==> src/common/usfg_pkg.sv <==
// shared constants of the serial status and flow gate block
package usfg_pkg;
    // ------------------------------------------------------------
    // host port map
    // ------------------------------------------------------------
    localparam logic [3:0] DATA_PORT_OFS   = 4'h6;
    localparam logic [3:0] STATUS_PORT_OFS = 4'h7;

    // ------------------------------------------------------------
    // line_status bit positions
    // ------------------------------------------------------------
    localparam int ST_RTS   = 7;
    localparam int ST_BRK   = 6;
    localparam int ST_FRAME = 5;
    localparam int ST_OVER  = 4;
    localparam int ST_PAR   = 3;
    localparam int ST_TXE   = 2;
    localparam int ST_RXA   = 1;
    localparam int ST_TXF   = 0;

    // ------------------------------------------------------------
    // mode byte fields
    // ------------------------------------------------------------
    localparam int MD_STOP_LSB = 6;
    localparam int MD_EVEN     = 5;
    localparam int MD_PAR_ON   = 4;
    localparam int MD_LEN_LSB  = 2;
    localparam int MD_BAUD_LSB = 0;

    // ------------------------------------------------------------
    // command byte fields
    // ------------------------------------------------------------
    localparam int CMD_IRESET  = 6;
    localparam int CMD_DSR     = 5;
    localparam int CMD_ERR_CLR = 4;
    localparam int CMD_BREAK   = 3;
    localparam int CMD_RX_ON   = 2;
    localparam int CMD_CTS     = 1;
    localparam int CMD_TX_ON   = 0;

    // ------------------------------------------------------------
    // reset values and baud factors
    // ------------------------------------------------------------
    localparam logic [7:0] MODE_RST  = 8'h00;
    localparam logic [7:0] CMD_RST   = 8'h00;
    localparam logic [7:0] RDATA_RST = 8'h00;
    localparam logic [7:0] BF_X1     = 8'h01;
    localparam logic [7:0] BF_X16    = 8'h10;
    localparam logic [7:0] BF_X64    = 8'h40;

    // ------------------------------------------------------------
    // timing and sizes
    // ------------------------------------------------------------
    localparam int CLK_PERIOD_PS      = 5000;
    localparam int WRITE_RECOVERY_NS  = 4000;
    localparam int WRITE_RECOVERY_CYC =
        (WRITE_RECOVERY_NS * 1000 + CLK_PERIOD_PS - 1) / CLK_PERIOD_PS;
    localparam int DATA_W     = 8;
    localparam int FIFO_DEPTH = 32;
endpackage

==> src/design/usfg_top.sv <==
// serial port status byte, host decode, receiver and gated transmitter
`timescale 1ns/1ps
// ----------------------------------------------------------------
// Overview of operation
// - a read of the control/status port returns the live status byte
// - bit 7 follows the request-to-send input level
// - bit 6 set while the line holds a continuous space level
// - bit 5 set when no valid stop bit follows a character
// - bit 4 set when a new character overwrites an unread one
// - bit 3 set when received parity disagrees with computed parity
// - bit 2 is 1 only when every handed character has left
// - bit 1 is 1 while a received character waits for the host
// - bit 0 is 1 when the transmitter can take another character
// - terminal-ready input is not in status, gates sending like enable
// - terminal-ready low lets the current character finish, then stops
// - characters are still accepted while held off, sent once re-enabled
// - command with fault_flag_clear set clears parity, overrun, framing
// - receiver_on low stops receiver and suppresses ready bit and request
// - first control write after reset or an internal-reset command is mode, later ones are commands
// - transmit enable low masks the ready request at once, still accepts
// ----------------------------------------------------------------
module usfg_top #(
    parameter int FIFO_DEPTH = usfg_pkg::FIFO_DEPTH
) (
    input  wire logic       i_clk,       // 200 MHz system clock
    input  wire logic       i_rst,       // async reset, high
    input  wire logic [3:0] i_addr,      // host port offset
    input  wire logic       i_rd,        // host read strobe
    input  wire logic       i_wr,        // host write strobe
    input  wire logic [7:0] i_wdata,     // host write data
    output logic      [7:0] o_rdata,     // host read data
    input  wire logic       i_baud_tick, // bit clock pulse from timer
    input  wire logic       i_ser_in,    // serial data from terminal
    output logic            o_ser_out,   // serial data to terminal
    input  wire logic       i_rts,       // request to send, high active
    input  wire logic       i_dtr,       // terminal ready, high active
    output logic            o_cts,       // clear to send level
    output logic            o_dsr,       // data set ready level
    output logic            o_rx_req,    // receive ready request
    output logic            o_tx_req     // transmit ready request
);
    typedef enum logic [2:0] {
        USFG_IDLE, USFG_START, USFG_DATA, USFG_PAR, USFG_STOP
    } usfg_state_t;

    // ------------------------------------------------------------
    // helpers
    // ------------------------------------------------------------
    function automatic logic [7:0] bit_ticks(input logic [1:0] bf);
        case (bf)
            2'b10:   bit_ticks = usfg_pkg::BF_X16;
            2'b11:   bit_ticks = usfg_pkg::BF_X64;
            default: bit_ticks = usfg_pkg::BF_X1;
        endcase
    endfunction

    function automatic logic par_of(input logic [7:0] d,
                                    input logic even);
        par_of = even ? ^d : ~^d;
    endfunction

    // ------------------------------------------------------------
    // host decode and control registers
    // ------------------------------------------------------------
    logic [7:0] mode_q;
    logic [7:0] cmd_q;
    logic       want_mode_q;
    logic [7:0] rdata_q;
    wire        sel_data   = (i_addr == usfg_pkg::DATA_PORT_OFS);
    wire        sel_stat   = (i_addr == usfg_pkg::STATUS_PORT_OFS);
    wire        wr_ctl     = i_wr && sel_stat;
    wire        wr_mode    = wr_ctl && want_mode_q;
    wire        wr_cmd     = wr_ctl && !want_mode_q;
    wire        wr_data    = i_wr && sel_data;
    wire        rd_data    = i_rd && sel_data;
    wire        err_clr    = wr_cmd && i_wdata[usfg_pkg::CMD_ERR_CLR];
    wire        rx_on      = cmd_q[usfg_pkg::CMD_RX_ON] && !want_mode_q;
    // the terminal line and the enable bit act identically
    wire        tx_go      = cmd_q[usfg_pkg::CMD_TX_ON] && i_dtr;
    wire [1:0]  md_bf      = mode_q[usfg_pkg::MD_BAUD_LSB +: 2];
    wire [1:0]  md_len     = mode_q[usfg_pkg::MD_LEN_LSB +: 2];
    wire [1:0]  md_stop    = mode_q[usfg_pkg::MD_STOP_LSB +: 2];
    wire        md_par_on  = mode_q[usfg_pkg::MD_PAR_ON];
    wire        md_even    = mode_q[usfg_pkg::MD_EVEN];
    wire [7:0]  ticks      = bit_ticks(md_bf);
    wire [2:0]  last_bit   = {1'b1, md_len};
    wire [7:0]  len_mask   = 8'hff >> (3'h3 - md_len);
    wire [7:0]  half_ticks = (ticks > 8'h01) ? {1'b0, ticks[7:1]} : 8'h01;
    wire [8:0]  stop_prod  = {1'b0, ticks} *
                             ((md_stop == 2'b10) ? 9'h003 :
                              (md_stop == 2'b11) ? 9'h004 : 9'h002);
    wire [7:0]  stop_ticks = stop_prod[8:1];

    always_ff @(posedge i_clk or posedge i_rst) begin
        if (i_rst) begin
            mode_q      <= usfg_pkg::MODE_RST;
            cmd_q       <= usfg_pkg::CMD_RST;
            want_mode_q <= 1'b1;
        end else if (wr_mode) begin
            mode_q      <= i_wdata;
            want_mode_q <= 1'b0;
        end else if (wr_cmd) begin
            if (i_wdata[usfg_pkg::CMD_IRESET]) begin
                cmd_q       <= usfg_pkg::CMD_RST;
                want_mode_q <= 1'b1;
            end else begin
                cmd_q <= i_wdata;
            end
        end
    end

    // ------------------------------------------------------------
    // transmit queue
    // ------------------------------------------------------------
    logic        q_ready;
    logic        q_valid;
    logic [7:0]  q_data;
    logic        q_empty;
    usfg_state_t tx_st_q;
    wire         tx_pop = (tx_st_q == USFG_IDLE) && tx_go && q_valid;

    // back-pressure: a full queue drops transmit ready
    usfg_fifo #(
        .WIDTH (usfg_pkg::DATA_W),
        .DEPTH (FIFO_DEPTH)
    ) u_txq (
        .i_clk       (i_clk),
        .i_rst       (i_rst),
        .i_in_valid  (wr_data),
        .o_in_ready  (q_ready),
        .i_in_data   (i_wdata),
        .o_out_valid (q_valid),
        .i_out_ready (tx_pop),
        .o_out_data  (q_data),
        .o_empty     (q_empty)
    );

    // ------------------------------------------------------------
    // transmitter
    // ------------------------------------------------------------
    logic [7:0] tx_sh_q;
    logic [7:0] tx_cnt_q;
    logic [2:0] tx_bit_q;
    logic       tx_par_q;
    logic       tx_line_q;
    wire        tx_bit_end = i_baud_tick && (tx_cnt_q == 8'h01);

    always_ff @(posedge i_clk or posedge i_rst) begin
        if (i_rst) begin
            tx_st_q   <= USFG_IDLE;
            tx_sh_q   <= '0;
            tx_cnt_q  <= 8'h01;
            tx_bit_q  <= '0;
            tx_par_q  <= 1'b0;
            tx_line_q <= 1'b1;
        end else begin
            if (i_baud_tick && tx_cnt_q != 8'h01) begin
                tx_cnt_q <= tx_cnt_q - 8'h01;
            end
            case (tx_st_q)
                USFG_IDLE: begin
                    tx_line_q <= 1'b1;
                    if (tx_pop) begin
                        tx_sh_q   <= q_data;
                        tx_par_q  <= par_of(q_data & len_mask, md_even);
                        tx_line_q <= 1'b0;
                        tx_cnt_q  <= ticks;
                        tx_st_q   <= USFG_START;
                    end
                end
                USFG_START: begin
                    if (tx_bit_end) begin
                        tx_line_q <= tx_sh_q[0];
                        tx_sh_q   <= {1'b0, tx_sh_q[7:1]};
                        tx_bit_q  <= '0;
                        tx_cnt_q  <= ticks;
                        tx_st_q   <= USFG_DATA;
                    end
                end
                USFG_DATA: begin
                    if (tx_bit_end) begin
                        tx_cnt_q <= ticks;
                        if (tx_bit_q == last_bit) begin
                            // lengths run 5..8, encoded as 0..3
                            tx_line_q <= md_par_on ? tx_par_q : 1'b1;
                            tx_st_q   <= md_par_on ? USFG_PAR : USFG_STOP;
                            if (!md_par_on) begin
                                tx_cnt_q <= stop_ticks;
                            end
                        end else begin
                            tx_line_q <= tx_sh_q[0];
                            tx_sh_q   <= {1'b0, tx_sh_q[7:1]};
                            tx_bit_q  <= tx_bit_q + 3'h1;
                        end
                    end
                end
                USFG_PAR: begin
                    if (tx_bit_end) begin
                        tx_line_q <= 1'b1;
                        tx_cnt_q  <= stop_ticks;
                        tx_st_q   <= USFG_STOP;
                    end
                end
                USFG_STOP: begin
                    if (tx_bit_end) begin
                        tx_st_q <= USFG_IDLE;
                    end
                end
                default: tx_st_q <= USFG_IDLE;
            endcase
        end
    end

    // ------------------------------------------------------------
    // receiver
    // ------------------------------------------------------------
    usfg_state_t rx_st_q;
    logic [7:0]  rx_sh_q;
    logic [7:0]  rx_cnt_q;
    logic [2:0]  rx_bit_q;
    logic        rx_par_q;
    logic        rx_done;
    logic        rx_bad_stop;
    logic        rx_bad_par;
    logic        rx_all_zero;
    logic [7:0]  rx_hold_q;
    logic        rx_avail_q;
    logic        fe_q;
    logic        oe_q;
    logic        pe_q;
    logic        brk_q;
    wire         rx_smp = i_baud_tick && (rx_cnt_q == 8'h01);
    // right-align the assembled character for short lengths
    wire [7:0]   rx_char = rx_sh_q >> (3'h3 - md_len);

    always_comb begin
        rx_done     = 1'b0;
        rx_bad_stop = 1'b0;
        rx_bad_par  = 1'b0;
        rx_all_zero = 1'b0;
        if (rx_on && rx_st_q == USFG_STOP && rx_smp) begin
            rx_done     = 1'b1;
            rx_bad_stop = !i_ser_in;
            rx_bad_par  = md_par_on &&
                          (rx_par_q != par_of(rx_char, md_even));
            rx_all_zero = (rx_char == 8'h00) && !rx_par_q;
        end
    end

    always_ff @(posedge i_clk or posedge i_rst) begin
        if (i_rst) begin
            rx_st_q  <= USFG_IDLE;
            rx_sh_q  <= '0;
            rx_cnt_q <= 8'h01;
            rx_bit_q <= '0;
            rx_par_q <= 1'b0;
        end else if (!rx_on) begin
            rx_st_q <= USFG_IDLE;
        end else begin
            if (i_baud_tick && rx_cnt_q != 8'h01) begin
                rx_cnt_q <= rx_cnt_q - 8'h01;
            end
            case (rx_st_q)
                USFG_IDLE: begin
                    if (i_baud_tick && !i_ser_in) begin
                        rx_cnt_q <= half_ticks;
                        rx_bit_q <= '0;
                        rx_par_q <= 1'b0;
                        // at 1x the detecting tick is the only start sample
                        rx_st_q  <= (ticks == 8'h01) ? USFG_DATA : USFG_START;
                    end
                end
                USFG_START: begin
                    if (rx_smp) begin
                        rx_cnt_q <= ticks;
                        rx_bit_q <= '0;
                        rx_par_q <= 1'b0;
                        rx_st_q  <= i_ser_in ? USFG_IDLE : USFG_DATA;
                    end
                end
                USFG_DATA: begin
                    if (rx_smp) begin
                        rx_cnt_q <= ticks;
                        rx_sh_q  <= {i_ser_in, rx_sh_q[7:1]};
                        rx_bit_q <= rx_bit_q + 3'h1;
                        if (rx_bit_q == last_bit) begin
                            rx_st_q <= md_par_on ? USFG_PAR : USFG_STOP;
                        end
                    end
                end
                USFG_PAR: begin
                    if (rx_smp) begin
                        rx_cnt_q <= ticks;
                        rx_par_q <= i_ser_in;
                        rx_st_q  <= USFG_STOP;
                    end
                end
                USFG_STOP: begin
                    if (rx_smp) begin
                        rx_st_q <= USFG_IDLE;
                    end
                end
                default: rx_st_q <= USFG_IDLE;
            endcase
        end
    end

    // ------------------------------------------------------------
    // received character and error flags
    // ------------------------------------------------------------
    // a character landing on the read cycle wins over the clear
    always_ff @(posedge i_clk or posedge i_rst) begin
        if (i_rst) begin
            rx_hold_q  <= '0;
            rx_avail_q <= 1'b0;
            fe_q       <= 1'b0;
            oe_q       <= 1'b0;
            pe_q       <= 1'b0;
            brk_q      <= 1'b0;
        end else begin
            if (rx_done) begin
                rx_hold_q  <= rx_char;
                rx_avail_q <= 1'b1;
            end else if (rd_data) begin
                rx_avail_q <= 1'b0;
            end
            if (rx_bad_stop) begin
                fe_q <= 1'b1;
            end else if (err_clr) begin
                fe_q <= 1'b0;
            end
            if (rx_done && rx_avail_q && !rd_data) begin
                oe_q <= 1'b1;
            end else if (err_clr) begin
                oe_q <= 1'b0;
            end
            if (rx_bad_par) begin
                pe_q <= 1'b1;
            end else if (err_clr) begin
                pe_q <= 1'b0;
            end
            // a whole all-space frame marks a break until a mark returns
            if (rx_bad_stop && rx_all_zero) begin
                brk_q <= 1'b1;
            end else if (i_baud_tick && i_ser_in) begin
                brk_q <= 1'b0;
            end
        end
    end

    // ------------------------------------------------------------
    // status byte and outputs
    // ------------------------------------------------------------
    wire       txf      = q_ready;
    wire       transmitter_empty_flag      = q_empty && (tx_st_q == USFG_IDLE);
    wire       rxa      = rx_avail_q && rx_on;
    wire [7:0] status_w = {i_rts, brk_q, fe_q, oe_q,
                           pe_q, transmitter_empty_flag, rxa, txf};
    wire [7:0] rd_mux   = sel_stat ? status_w :
                          sel_data ? rx_hold_q : 8'h00;

    always_ff @(posedge i_clk or posedge i_rst) begin
        if (i_rst) begin
            rdata_q <= usfg_pkg::RDATA_RST;
        end else if (i_rd) begin
            rdata_q <= rd_mux;
        end
    end

    always_ff @(posedge i_clk or posedge i_rst) begin
        if (i_rst) begin
            o_ser_out <= 1'b1;
            o_cts     <= 1'b0;
            o_dsr     <= 1'b0;
            o_rx_req  <= 1'b0;
            o_tx_req  <= 1'b0;
        end else begin
            o_ser_out <= tx_line_q && !cmd_q[usfg_pkg::CMD_BREAK];
            o_cts     <= cmd_q[usfg_pkg::CMD_CTS];
            o_dsr     <= cmd_q[usfg_pkg::CMD_DSR];
            o_rx_req  <= rxa;
            o_tx_req  <= txf && tx_go;
        end
    end

    assign o_rdata = rdata_q;
endmodule

==> src/design/usfg_fifo.sv <==
// transmit queue with registered read data
`timescale 1ns/1ps
module usfg_fifo #(
    parameter int WIDTH = 8,
    parameter int DEPTH = 32
) (
    input  wire logic             i_clk,       // system clock
    input  wire logic             i_rst,       // async reset, high
    input  wire logic             i_in_valid,  // write request
    output logic                  o_in_ready,  // room for a word
    input  wire logic [WIDTH-1:0] i_in_data,   // write word
    output logic                  o_out_valid, // word on output
    input  wire logic             i_out_ready, // consumer takes word
    output logic      [WIDTH-1:0] o_out_data,  // output word
    output logic                  o_empty      // nothing stored
);
    localparam int AW = $clog2(DEPTH);
    localparam logic [AW:0] FULL_CNT = (AW+1)'(DEPTH);

    logic [WIDTH-1:0] mem_q [DEPTH];
    logic [AW-1:0]    wptr_q;
    logic [AW-1:0]    rptr_q;
    logic [AW:0]      cnt_q;
    logic [AW:0]      cnt_d;
    logic             ov_q;
    logic [WIDTH-1:0] od_q;
    wire              push;
    wire              load;

    // ------------------------------------------------------------
    // flow
    // ------------------------------------------------------------
    // the output register counts as one of the DEPTH words
    assign o_in_ready  = (cnt_q + {{AW{1'b0}}, ov_q}) != FULL_CNT;
    assign push        = i_in_valid && o_in_ready;
    assign load        = (cnt_q != '0) && (!ov_q || i_out_ready);
    assign cnt_d       = cnt_q + {{AW{1'b0}}, push} - {{AW{1'b0}}, load};
    assign o_out_valid = ov_q;
    assign o_out_data  = od_q;
    assign o_empty     = (cnt_q == '0) && !ov_q;

    // ------------------------------------------------------------
    // storage
    // ------------------------------------------------------------
    always_ff @(posedge i_clk) begin
        if (push) begin
            mem_q[wptr_q] <= i_in_data;
        end
    end

    always_ff @(posedge i_clk or posedge i_rst) begin
        if (i_rst) begin
            wptr_q <= '0;
            rptr_q <= '0;
            cnt_q  <= '0;
            ov_q   <= 1'b0;
            od_q   <= '0;
        end else begin
            cnt_q <= cnt_d;
            if (push) begin
                wptr_q <= (wptr_q == AW'(DEPTH - 1)) ? '0 : wptr_q + 1'b1;
            end
            if (load) begin
                rptr_q <= (rptr_q == AW'(DEPTH - 1)) ? '0 : rptr_q + 1'b1;
                od_q   <= mem_q[rptr_q];
                ov_q   <= 1'b1;
            end else if (i_out_ready) begin
                ov_q <= 1'b0;
            end
        end
    end
endmodule

==> config.mk <==
export PLATFORM = sky130hd
export DESIGN_NAME = usfg_top
export DESIGN_NICKNAME = d
export VERILOG_FILES = /design/src/common/usfg_pkg.sv /design/src/design/usfg_top.sv /design/src/design/usfg_fifo.sv
export SDC_FILE = /design/constraint.sdc
export NUM_CORES = 1
export LEC_CHECK = 0
export ABC_AREA = 1
export BUFFER_PORTS_ARGS = -buffer_cell sky130_fd_sc_hd__buf_2
export CORE_ASPECT_RATIO = 0.7
export CORE_MARGIN = 4
export CORE_UTILIZATION = 40
export CTS_BUF_LIST = sky130_fd_sc_hd__clkbuf_8
export DETAILED_ROUTE_END_ITERATION = 7
export PLACE_DENSITY = 0.55
export RECOVER_POWER = 25
export SLEW_MARGIN = 20
export SYNTH_ARGS = -nofsm -noshare
export SYNTH_HDL_FRONTEND = slang
export SYNTH_SLANG_ARGS = --single-unit
==> constraint.sdc <==
create_clock -name i_clk -period 9.6 [get_ports i_clk]
set_input_delay 1.44 -clock i_clk [delete_from_list [all_inputs] [get_ports i_clk]]
set_output_delay 1.44 -clock i_clk [all_outputs]
set_load 0.05 [all_outputs]
==> Word level (Yosys, flattened, before mapping) <==
Memory sizes are Yosys's and may differ from the RTL's. A register that Yosys moved wholly into a read port is not among the register bits.
Cells that the tools add are included.
{ "word_totals": {"input_bits": 20, "elab_cells": 242, "mem_count": 1, "mem_bits_rw": 256, "register_bits": 105} }
{ "classes": {"n_shift": 2, "muxes": 82, "n_eq_ne": 42, "n_reduce_logical": 71, "order_cmp": 1, "add_sub_neg": 10, "bitwise_logic": 2, "mul": 1} }
{ "mem_list": {"columns": ["memory", "depth", "width", "rd", "rd_clocked_by_memory_dff", "wr", "line_no", "text"], "rows": [
  ["u_txq.mem_q", 32, 8, 1, 1, 1, "usfg_fifo.sv:20", "logic [WIDTH-1:0] mem_q [DEPTH];"]
]} }
{ "op_table": {"columns": ["operator", "n"], "rows": [
  ["$mux 8", 16],
  ["$mux 3", 20],
  ["$pmux 8 s4", 1],
  ["$logic_and 1x1->1", 30],
  ["$mux 1", 30],
  ["$pmux 3 s5", 2],
  ["$eq 8x1->1 const B", 3],
  ["$pmux 8 s3", 1],
  ["$ne 2x2->1 const B", 10],
  ["$ne 3x3->1 const B", 6],
  ["$reduce_bool 2->1", 9],
  ["$ne 8x1->1 const B", 2],
  ["$pmux 8 s2", 1],
  ["$reduce_xnor 8->1", 2],
  ["$reduce_xor 8->1", 2],
  ["$sub 8x1->8 const B", 2],
  ["$reduce_and 5->1", 3],
  ["$pmux 7 s2", 1],
  ["$add 6x1->6", 2],
  ["$eq 3x2->1 const B", 4],
  ["$reduce_and 6->1", 2],
  ["$add 5x1->5 const B", 2],
  ["$eq 5x5->1 const B", 2],
  ["$mux 5", 2],
  ["36 further kinds", 56]
]} }

==> Longest topological paths before layout <==
Gate-level depths: netlist of the first run.
{ "depth": {"ltp_word": 8, "mapped_depth": 17, "mapped_depth_nobuf": 16} }

==> Hierarchy <==
A second synthesis of the first run with hierarchy kept.
{ "hier_totals": {"hier_cells": 1918, "hier_area_um2": 17735.8} }
{ "modules_own_cells": {"columns": ["mod", "instances", "cells_per_inst", "area_per_inst_um2"], "rows": [
  ["usfg_fifo", 1, 1220, 12467.0],
  ["usfg_top", 1, 698, 5268.8]
]} }

==> Least setup slack after synthesis of the first run <==
OpenSTA, ideal clock, no wires.
{ "synth_timing": {"path_type": "input -> register", "startpoint": "input port i_dtr", "endpoint": "register u_txq.cnt_q[4]", "arrival_ns": 3.271, "path_buffers": 1, "slack_ns": 6.198, "path_stages": 14, "t_required_ns": 9.469, "cell_sequence": "nand2_1 inv_1 nand2_1 nand2_1 nand2_1 inv_2 buf_6 ha_1 inv_1 ha_1 fa_1 a21oi_1 o21ai_0 xor2_1"} }
{ "synth_via": {"elab_chain_len": 6} }
{ "synth_rtl": {"columns": ["element", "line_no", "text"], "rows": [
  ["start, declared", "usfg_top.sv:36", "input wire logic i_dtr,"],
  ["$logic_and 1x1->1", "usfg_top.sv:79", "wire tx_go = cmd_q[usfg_pkg::CMD_TX_ON] && i_dtr;"],
  ["$logic_and 1x1->1 (2 in series)", "usfg_top.sv:120", "wire tx_pop = (tx_st_q == USFG_IDLE) && tx_go && q_valid;"],
  ["$logic_or 1x1->1", "usfg_fifo.sv:36", "assign load = (cnt_q != '0) && (!ov_q || i_out_ready);"],
  ["$logic_and 1x1->1", "usfg_fifo.sv:36", null],
  ["via u_txq.load", "usfg_fifo.sv:28", "wire load;"],
  ["$sub 6x1->6", "usfg_fifo.sv:37", "assign cnt_d = cnt_q + {{AW{1'b0}}, push} - {{AW{1'b0}}, load};"],
  ["via u_txq.cnt_d[4]", "usfg_fifo.sv:24", "logic [AW:0] cnt_d;"],
  ["end signal, assigned", "usfg_fifo.sv:59", "cnt_q <= cnt_d;"],
  ["end, declared", "usfg_fifo.sv:23", "logic [AW:0] cnt_q;"]
]} }
The timed path passes the listed nets, and every way through them passes these cells.
A chain may end at the register's enable or synchronous reset.

==> Worst setup path after layout of the first run <==
{ "layout_timing": {"startpoint": "input port i_addr[3]", "endpoint": "memory u_txq.mem_q[9][3], enable pin"} }
{ "layout_via": {"elab_chain_len": 5} }
{ "layout_rtl": {"columns": ["element", "line_no", "text"], "rows": [
  ["start, declared", "usfg_top.sv:27", "input wire logic [3:0] i_addr,"],
  ["$eq 4x3->1", "usfg_top.sv:69", "wire sel_data = (i_addr == usfg_pkg::DATA_PORT_OFS);"],
  ["$logic_and 1x1->1", "usfg_top.sv:74", "wire wr_data = i_wr && sel_data;"],
  ["$logic_and 1x1->1", "usfg_fifo.sv:35", "assign push = i_in_valid && o_in_ready;"],
  ["$mux 1", "usfg_fifo.sv:46", "if (push) begin"],
  ["$mux 1 (not written as such)", "usfg_fifo.sv:47", "mem_q[wptr_q] <= i_in_data;"],
  ["end, declared", "usfg_fifo.sv:20", null]
]} }
No other way between the ends.

==> flow_summary.json, run 1 <==
{
  "antenna_found_initial": 0,
  "root_buffer": "clkbuf_8",
  "clkLatencyLatePin_ps": 620,
  "ys_warn_count": 0,
  "area_growth_pct": 10.4,
  "crit_family": "simple AND/OR/NAND/NOR gates",
  "regToRegSetupSlack_ps": 6290,
  "final_cell_mix": "nand2_1 (317), nor2_1 (309), edfxtp_1 (256)",
  "tritoncts": "yes",
  "setup_tns_ps": 0,
  "placementRows": 62,
  "cts_setup_buffers": 0,
  "multiInputGateArea_um2": 5610,
  "arrival_ps": 3760,
  "fill_cells": 4020,
  "synth_fa_ha_area_share_pct": 2.49,
  "htree_num_levels": 2,
  "finalHoldViolCount": 0,
  "drt_iter0_markers": 1043,
  "p_sw_share_pct": 39.4,
  "grt_usage_pct": 19.3,
  "worst_slew_pin_slew_ps": 2560,
  "violations": "max-capacitance violations, max-slew violations",
  "drc": 0,
  "hp-class": "flip-flop to flip-flop",
  "grt_pass1_vias": 11825,
  "critPathRequiredTime_ps": 9850,
  "ctsHoldBuffers": 0,
  "ys.flop_type": "edfxtp_1",
  "synth_nets": 1742,
  "die_height_um": 180,
  "layout_commonest_cell": "nand2_1",
  "slew_headroom_pct": -70.3,
  "total_power_w": 0.00516,
  "fin_skew_ps": 39.7,
  "crit_start": "i_addr[3]",
  "overflow": 0,
  "core-area_um2": 41300,
  "maxCapViolCount": 6,
  "drt-pass1-iter-count": 7,
  "power.internal_w": 0.00313,
  "wl_per_cell_um": 19.1,
  "ios": 33,
  "cts_resized": 0,
  "synth_compound_area_share_pct": 10.2,
  "fin_crit_ps": 3510,
  "final_core_util_pct": 45.0,
  "synth_mux_area_share_pct": 0.489,
  "p_per_area_nw_per_um2": 277,
  "worstPathCellList": "buf_2, nor2_1, nand3b_1, nor2_1, nand2_1, inv_2, nand2_1, nor2_1",
  "max_freq_mhz": 285,
  "cts_buffer_depth": 3,
  "grt_max_degree": 104,
  "clkTransAtPathRegs_ps": 60,
  "dieWidth_um": 254,
  "slew_viol_final": 218,
  "viasPerCell": 5.25,
  "critPathMaxFanout": 14,
  "start_kind": "input port",
  "clockPowerShare_pct": 26.4,
  "seqPwrFrac_pct": 39.4,
  "gp_congestion": 0.861,
  "dieArea_um2": 45600,
  "initial_utilization_pct": 40.8,
  "place.detailed.hpwl_mm": 28.6,
  "synthArstFlopShare_pct": 30.4,
  "power.leakage_nw": 7.34,
  "ir_drop_mv": 0.150,
  "path_buf_inv": 2,
  "fin_worst_hold_slack_ps": 411,
  "ys_types": 46,
  "ant_nets": 0,
  "via_count": 12153,
  "p_switching_w": 0.00203,
  "ys_seq_area_share_pct": 62.2,
  "pwr-share-comb_pct": 34.2,
  "end_kind": "flip-flop",
  "synth_enable_flop_cells": 256,
  "antennaDiodeCount": 0,
  "clock-sinks": 368,
  "worstReg2RegStart": "u_txq.cnt_q[2]",
  "synth_xor_area_share_pct": 1.30,
  "wl_mm": 44.2,
  "grt_pass1_wl_mm": 68.9,
  "status": "finished, violations left",
  "ys_seq_elements": 368,
  "syn-cell-area_um2": 16900,
  "synth_top_family_by_area": "simple AND/OR/NAND/NOR gates",
  "worstHoldStart": "cmd_q[1]",
  "nets": 1777,
  "layout-drive-gt1-share_pct": 9.59,
  "port_buffers": 32,
  "critical_path_class": "input port to flip-flop",
  "cts_made_buffers": 58,
  "max_stage_delay_ps": 710,
  "rsz0062_at_grt": "no",
  "min_period_over_period_pct": 36.6,
  "yosys.area_share.simple_pct": 18.8,
  "synth_cells": 1689,
  "crit_top_cell": "nor2_1",
  "finalSetupViolCount": 0,
  "seq_area_um2": 10500,
  "synth_area_per_cell_um2": 9.99,
  "slowest_stage": "nor2_1"
}
-- worst paths after layout --
path / end / depth (start not counted)
setup / recovery: u_txq.mem_q[9][3] / 8
hold / removal: o_cts / 0
setup reg to reg: u_txq.mem_q[9][3] / 9
hold reg to reg: o_cts / 0
max in group asynchronous: u_txq.rptr_q[0] / 3
min in group asynchronous: u_txq.wptr_q[1] / 2
-- synth_stat cells (7+ instances only) --
library cell	count	area, um2
xnor2_1	9	78.8
inv_2	7	26.3
ha_1	32	400
edfxtp_1	256	7690
dfrtp_1	107	2680
nand2_2	8	50.1
nor2_1	309	1160
clkbuf_1	24	90.1
nand2_1	317	1190
o21ai_2	8	70.1
xor2_1	16	140
nor3_1	10	50.1
nand3_1	90	450
inv_1	103	387
a21oi_1	39	195
o21ai_0	184	921
o211ai_1	47	353
nand4_1	11	68.8
buf_2	29	145
o21ai_1	15	75.1
-- routing by layer --
layer / up-vias / routed length (um) / GRT usage [%] / share of wire [%]
li1: 5818 / - / - / -
met4: 0 / 740 / 4.17 / 1.7
met3: 60 / 2780 / 3.28 / 6.3
met1: 5927 / 22700 / 31.3 / 51
met2: 348 / 18000 / 26.8 / 41
met5: - / 0 / 0 / 0
-- worst reg2reg max path: cells and delay by family (launching register included) --
kind          cells  cell delay [ps]
fa+ha+maj         1              250
simple gates      6             1860
flops             1              460
buf+inv           1              240
xor+xnor          1              150
-- layout make-up --
cell class,instances,area share [%]
Sequential cell,368,56.4
Multi-Input combinational cell,1141,30.1
Clock buffer,65,4.80
Tap cell,544,3.65
Inverter,114,2.30
Clock inverter,43,1.56
Timing Repair Buffer,41,1.15
-- metrics by stage --
step	setup slack, ps	instance area (um2)	cells
floorplan	5210	16900	1689
global placement	5520	17500	2208
detailed placement	5440	17500	2208
CTS	6100	18600	2316
global route	5900	18600	2316
finish	6090	18600	2316
-- registers in the layout, summed over array words and instances, names as in the netlist, 6 cells and up --
name              count
u_txq.o_out_data      8
u_txq.mem_q         256
rx_sh_q               8
u_txq.cnt_q           6
rx_hold_q             8
mode_q                8
tx_sh_q               8
tx_cnt_q              8
o_rdata               8
rx_cnt_q              8
-- power by group through the flow --
| stage | clock, W | sequential [W] | combinational, W |
|---|---|---|---|
| 3_3_place_gp | 0 | 0.00206 | 0.00173 |
| 3_5_place_dp | 0 | 0.00206 | 0.00175 |
| 5_1_grt | 0.00147 | 0.00206 | 0.00199 |
| 2_1_floorplan | 0 | 0.00198 | 0.00134 |
| 6_report | 0.00136 | 0.00204 | 0.00177 |
| 4_1_cts | 0.00140 | 0.00203 | 0.00176 |
-- kinds of logic after synthesis --
family / after synthesis
AO/OA/AOI/OAI: 305
adder cells (fa/ha/maj): 33
flip-flops: 368
buffers and inverters: 180
XOR/XNOR: 25
multiplexers: 8
AND/OR/NAND/NOR: 770
Power figures use the tool's default switching activity.
==> run 2, diff against run 1 <==
Settings changed: ABC_AREA 1 to 0, PLACE_DENSITY 0.55 to 0.57.
Clock period 9.6 ns to 3.2 ns, I/O delays scaled along.
==> flow_summary.json, run 2 <==
{
  "status": "finished, violations left",
  "violations": "max-capacitance violations, max-slew violations",
  "ys_warn_count": 0,
  "setup_tns_ps": 0,
  "grt_usage_pct": 16.5,
  "final_area_um2": 18200,
  "synthArstFlopShare_pct": 30.4,
  "top_register": "u_txq.mem_q",
  "grt_pass1_wl_mm": 57.0,
  "nets": 1230,
  "initial_utilization_pct": 40.7,
  "fin_crit_ps": 2950,
  "dieArea_um2": 44000,
  "synth.most_common_cell": "edfxtp_1",
  "port_buffers": 32,
  "core-area_um2": 39900,
  "drc": 0,
  "critPathMaxFanout": 5,
  "synth_area_leaders": "edfxtp_1 (47%), dfrtp_1 (16%), mux4_2 (6.7%)",
  "final_cell_mix": "edfxtp_1 (256), dfrtp_1 (105), nor2_1 (74)",
  "area_growth_pct": 12.3,
  "rsz0062_at_grt": "no",
  "power.internal_w": 0.00951,
  "ios": 33,
  "drt-pass1-iter-count": 5,
  "ys.flop_type": "edfxtp_1",
  "antennaDiodeCount": 0,
  "critPathRequiredTime_ps": 3750,
  "grt_util_met1_pct": 26.1,
  "clockPowerShare_pct": 28.0,
  "grt_max_degree": 50,
  "worstHoldStart": "i_dtr",
  "root_buffer": "clkbuf_8",
  "slew_headroom_pct": -26.8,
  "worstReg2RegStart": "u_txq.o_out_valid",
  "hp-class": "input port to flip-flop",
  "r2r_cells": 12,
  "layout-drive-gt1-share_pct": 20.2,
  "layout_commonest_cell": "edfxtp_1",
  "total_power_w": 0.0140,
  "p_per_area_nw_per_um2": 770,
  "min_to": "o_tx_req",
  "arrival_ps": 3490,
  "seqPwrFrac_pct": 43.5,
  "fill_cells": 3544,
  "wl_per_cell_um": 20.7,
  "placementRows": 61,
  "use_met2_pct": 23.9,
  "overflow": 0,
  "synth_top_area_share_pct": 47.3,
  "via_count": 9491,
  "gp_congestion": 0.812,
  "clkTransAtPathRegs_ps": 60,
  "syn-cell-area_um2": 16200,
  "cts_made_buffers": 57,
  "dieWidth_um": 249,
  "viasPerCell": 5.40,
  "min_path_cells": 3,
  "drt_iter0_markers": 781,
  "regToRegSetupSlack_ps": 250,
  "cts_resized": 0,
  "regToRegEndpoint": "u_txq.cnt_q[4]",
  "dpl_cell_area_um2": 17100,
  "ys_seq_elements": 368,
  "use_met3_pct": 2.92,
  "power.leakage_nw": 6.62,
  "synth_area_per_cell_um2": 14.6,
  "synthTopCellsByCount": "edfxtp_1 (256), dfrtp_1 (107), nor2_1 (74), nand2_1 (61), mux2i_1 (51)",
  "ys_seq_area_share_pct": 64.6,
  "die_height_um": 177,
  "tritoncts": "yes",
  "min_period_over_period_pct": 92.0,
  "ant_nets": 0,
  "pwr-share-comb_pct": 28.5,
  "synth_nets": 1166,
  "ys_types": 67,
  "largest_reg_flops": 256,
  "fin_skew_ps": 46.4,
  "clock-sinks": 368,
  "finalHoldViolCount": 0,
  "maxCapViolCount": 7,
  "end_kind": "flip-flop",
  "clkLatencyLatePin_ps": 630,
  "htree_num_levels": 2,
  "max_freq_mhz": 339,
  "wl_mm": 36.3,
  "p_sw_share_pct": 32.2,
  "worst_slew_pin_slew_ps": 1900,
  "grt.busiest_layer": "met1",
  "p_switching_w": 0.00453,
  "antenna_found_initial": 0,
  "cts_buffer_depth": 3,
  "grt_pass1_vias": 9489,
  "synth_cells": 1113,
  "ir_drop_mv": 0.393,
  "synth_top_area_cell": "edfxtp_1",
  "fin_worst_hold_slack_ps": 122,
  "place.detailed.hpwl_mm": 23.1,
  "cts_setup_buffers": 0,
  "critical_path_class": "flip-flop to flip-flop",
  "synth_enable_flop_cells": 256,
  "finalSetupViolCount": 0,
  "slew_viol_final": 244,
  "start_kind": "flip-flop"
}
-- run 2: cell types whose count changed after synthesis, sizes merged, moves of 27 or more --
cell    before  now
buf         42   15
inv        110   46
mux2         2   49
mux2i        6   51
mux4         0   48
nand2      326   61
nand3       91   21
nor2       318   74
o211ai      48   16
o21ai      207   40
o22ai        2   29
-- run 2: how the worst max path moves through the flow --
stage,startpoint,to,slack [ps],cells past startpoint
global route,u_txq.o_out_valid,u_txq.cnt_q[4],40,12
global placement,u_txq.cnt_q[1],u_txq.cnt_q[4],340,12
finish,u_txq.o_out_valid,u_txq.cnt_q[4],250,12
CTS,u_txq.o_out_valid,u_txq.cnt_q[4],240,12
detailed placement,u_txq.cnt_q[1],u_txq.cnt_q[4],280,12
floorplan,u_txq.cnt_q[1],u_txq.cnt_q[4],340,13
-- run 2: per-stage QoR --
stage | cells | utilization [%] | setup slack (ps)
after global routing | 1757 | 45.7 | 39.3
after global placement | 1652 | 42.8 | 343
final | 1757 | 45.7 | 254
after floorplan | 1113 | - | 336
after CTS | 1757 | 45.7 | 245
after detailed placement | 1652 | 42.8 | 280
-- run 2: critical path, cell delays in order (launching register included) --
cell	delay (ps)
dfrtp_1	440
ha_1	250
a211oi_1	250
a41oi_1	70
or4_1	510
nand2_1	200
inv_1	70
ha_1	220
fa_1	430
a21oi_1	160
nor2_1	50
nor2_1	110
xnor2_1	120
-- run 2: repair_timing --
action | 4_1_cts | 5_1_grt
hold buffers | 1 | 0
endpoints found under the hold margin | 31 | 0
endpoints found under the setup margin | 0 | 0
-- run 2: cell type report --
class / count / area, um2 / share of cell area (%)
Clock buffer: 64 / 881 / 4.83
Clock inverter: 40 / 259 / 1.42
Inverter: 46 / 176 / 0.967
Sequential cell: 368 / 10500 / 57.6
Multi-Input combinational cell: 645 / 5360 / 29.4
Timing Repair Buffer: 59 / 394 / 2.16
Tap cell: 535 / 669 / 3.67
-- run 2: metal layers --
metal	vias to the layer above	share of wire, %
met2	217	43
met3	50	4.8
li1	4416	-
met1	4808	51
met5	-	0
met4	0	1.5
-- run 2: kinds of logic (layout without fill, tap and decap cells) --
logic type	count (synthesis)	count (layout)	synth area share, %
and+or+nand+nor	259	259	8.22
muxes	148	148	13.2
buffers and inverters	100	209	2.43
xor gates and xnor gates	30	30	1.62
DFF	368	368	64.6
adders and majority gates	33	33	2.59
AOI/OAI and AO/OA	175	175	7.36
-- run 2: power by group through the flow --
stage | sequential, W | clock [W] | combinational [W]
after floorplan | 0.00591 | 0 | 0.00317
after global placement | 0.00618 | 0 | 0.00399
after detailed placement | 0.00620 | 0 | 0.00401
after CTS | 0.00611 | 0.00407 | 0.00403
after global routing | 0.00618 | 0.00432 | 0.00440
final | 0.00611 | 0.00394 | 0.00400
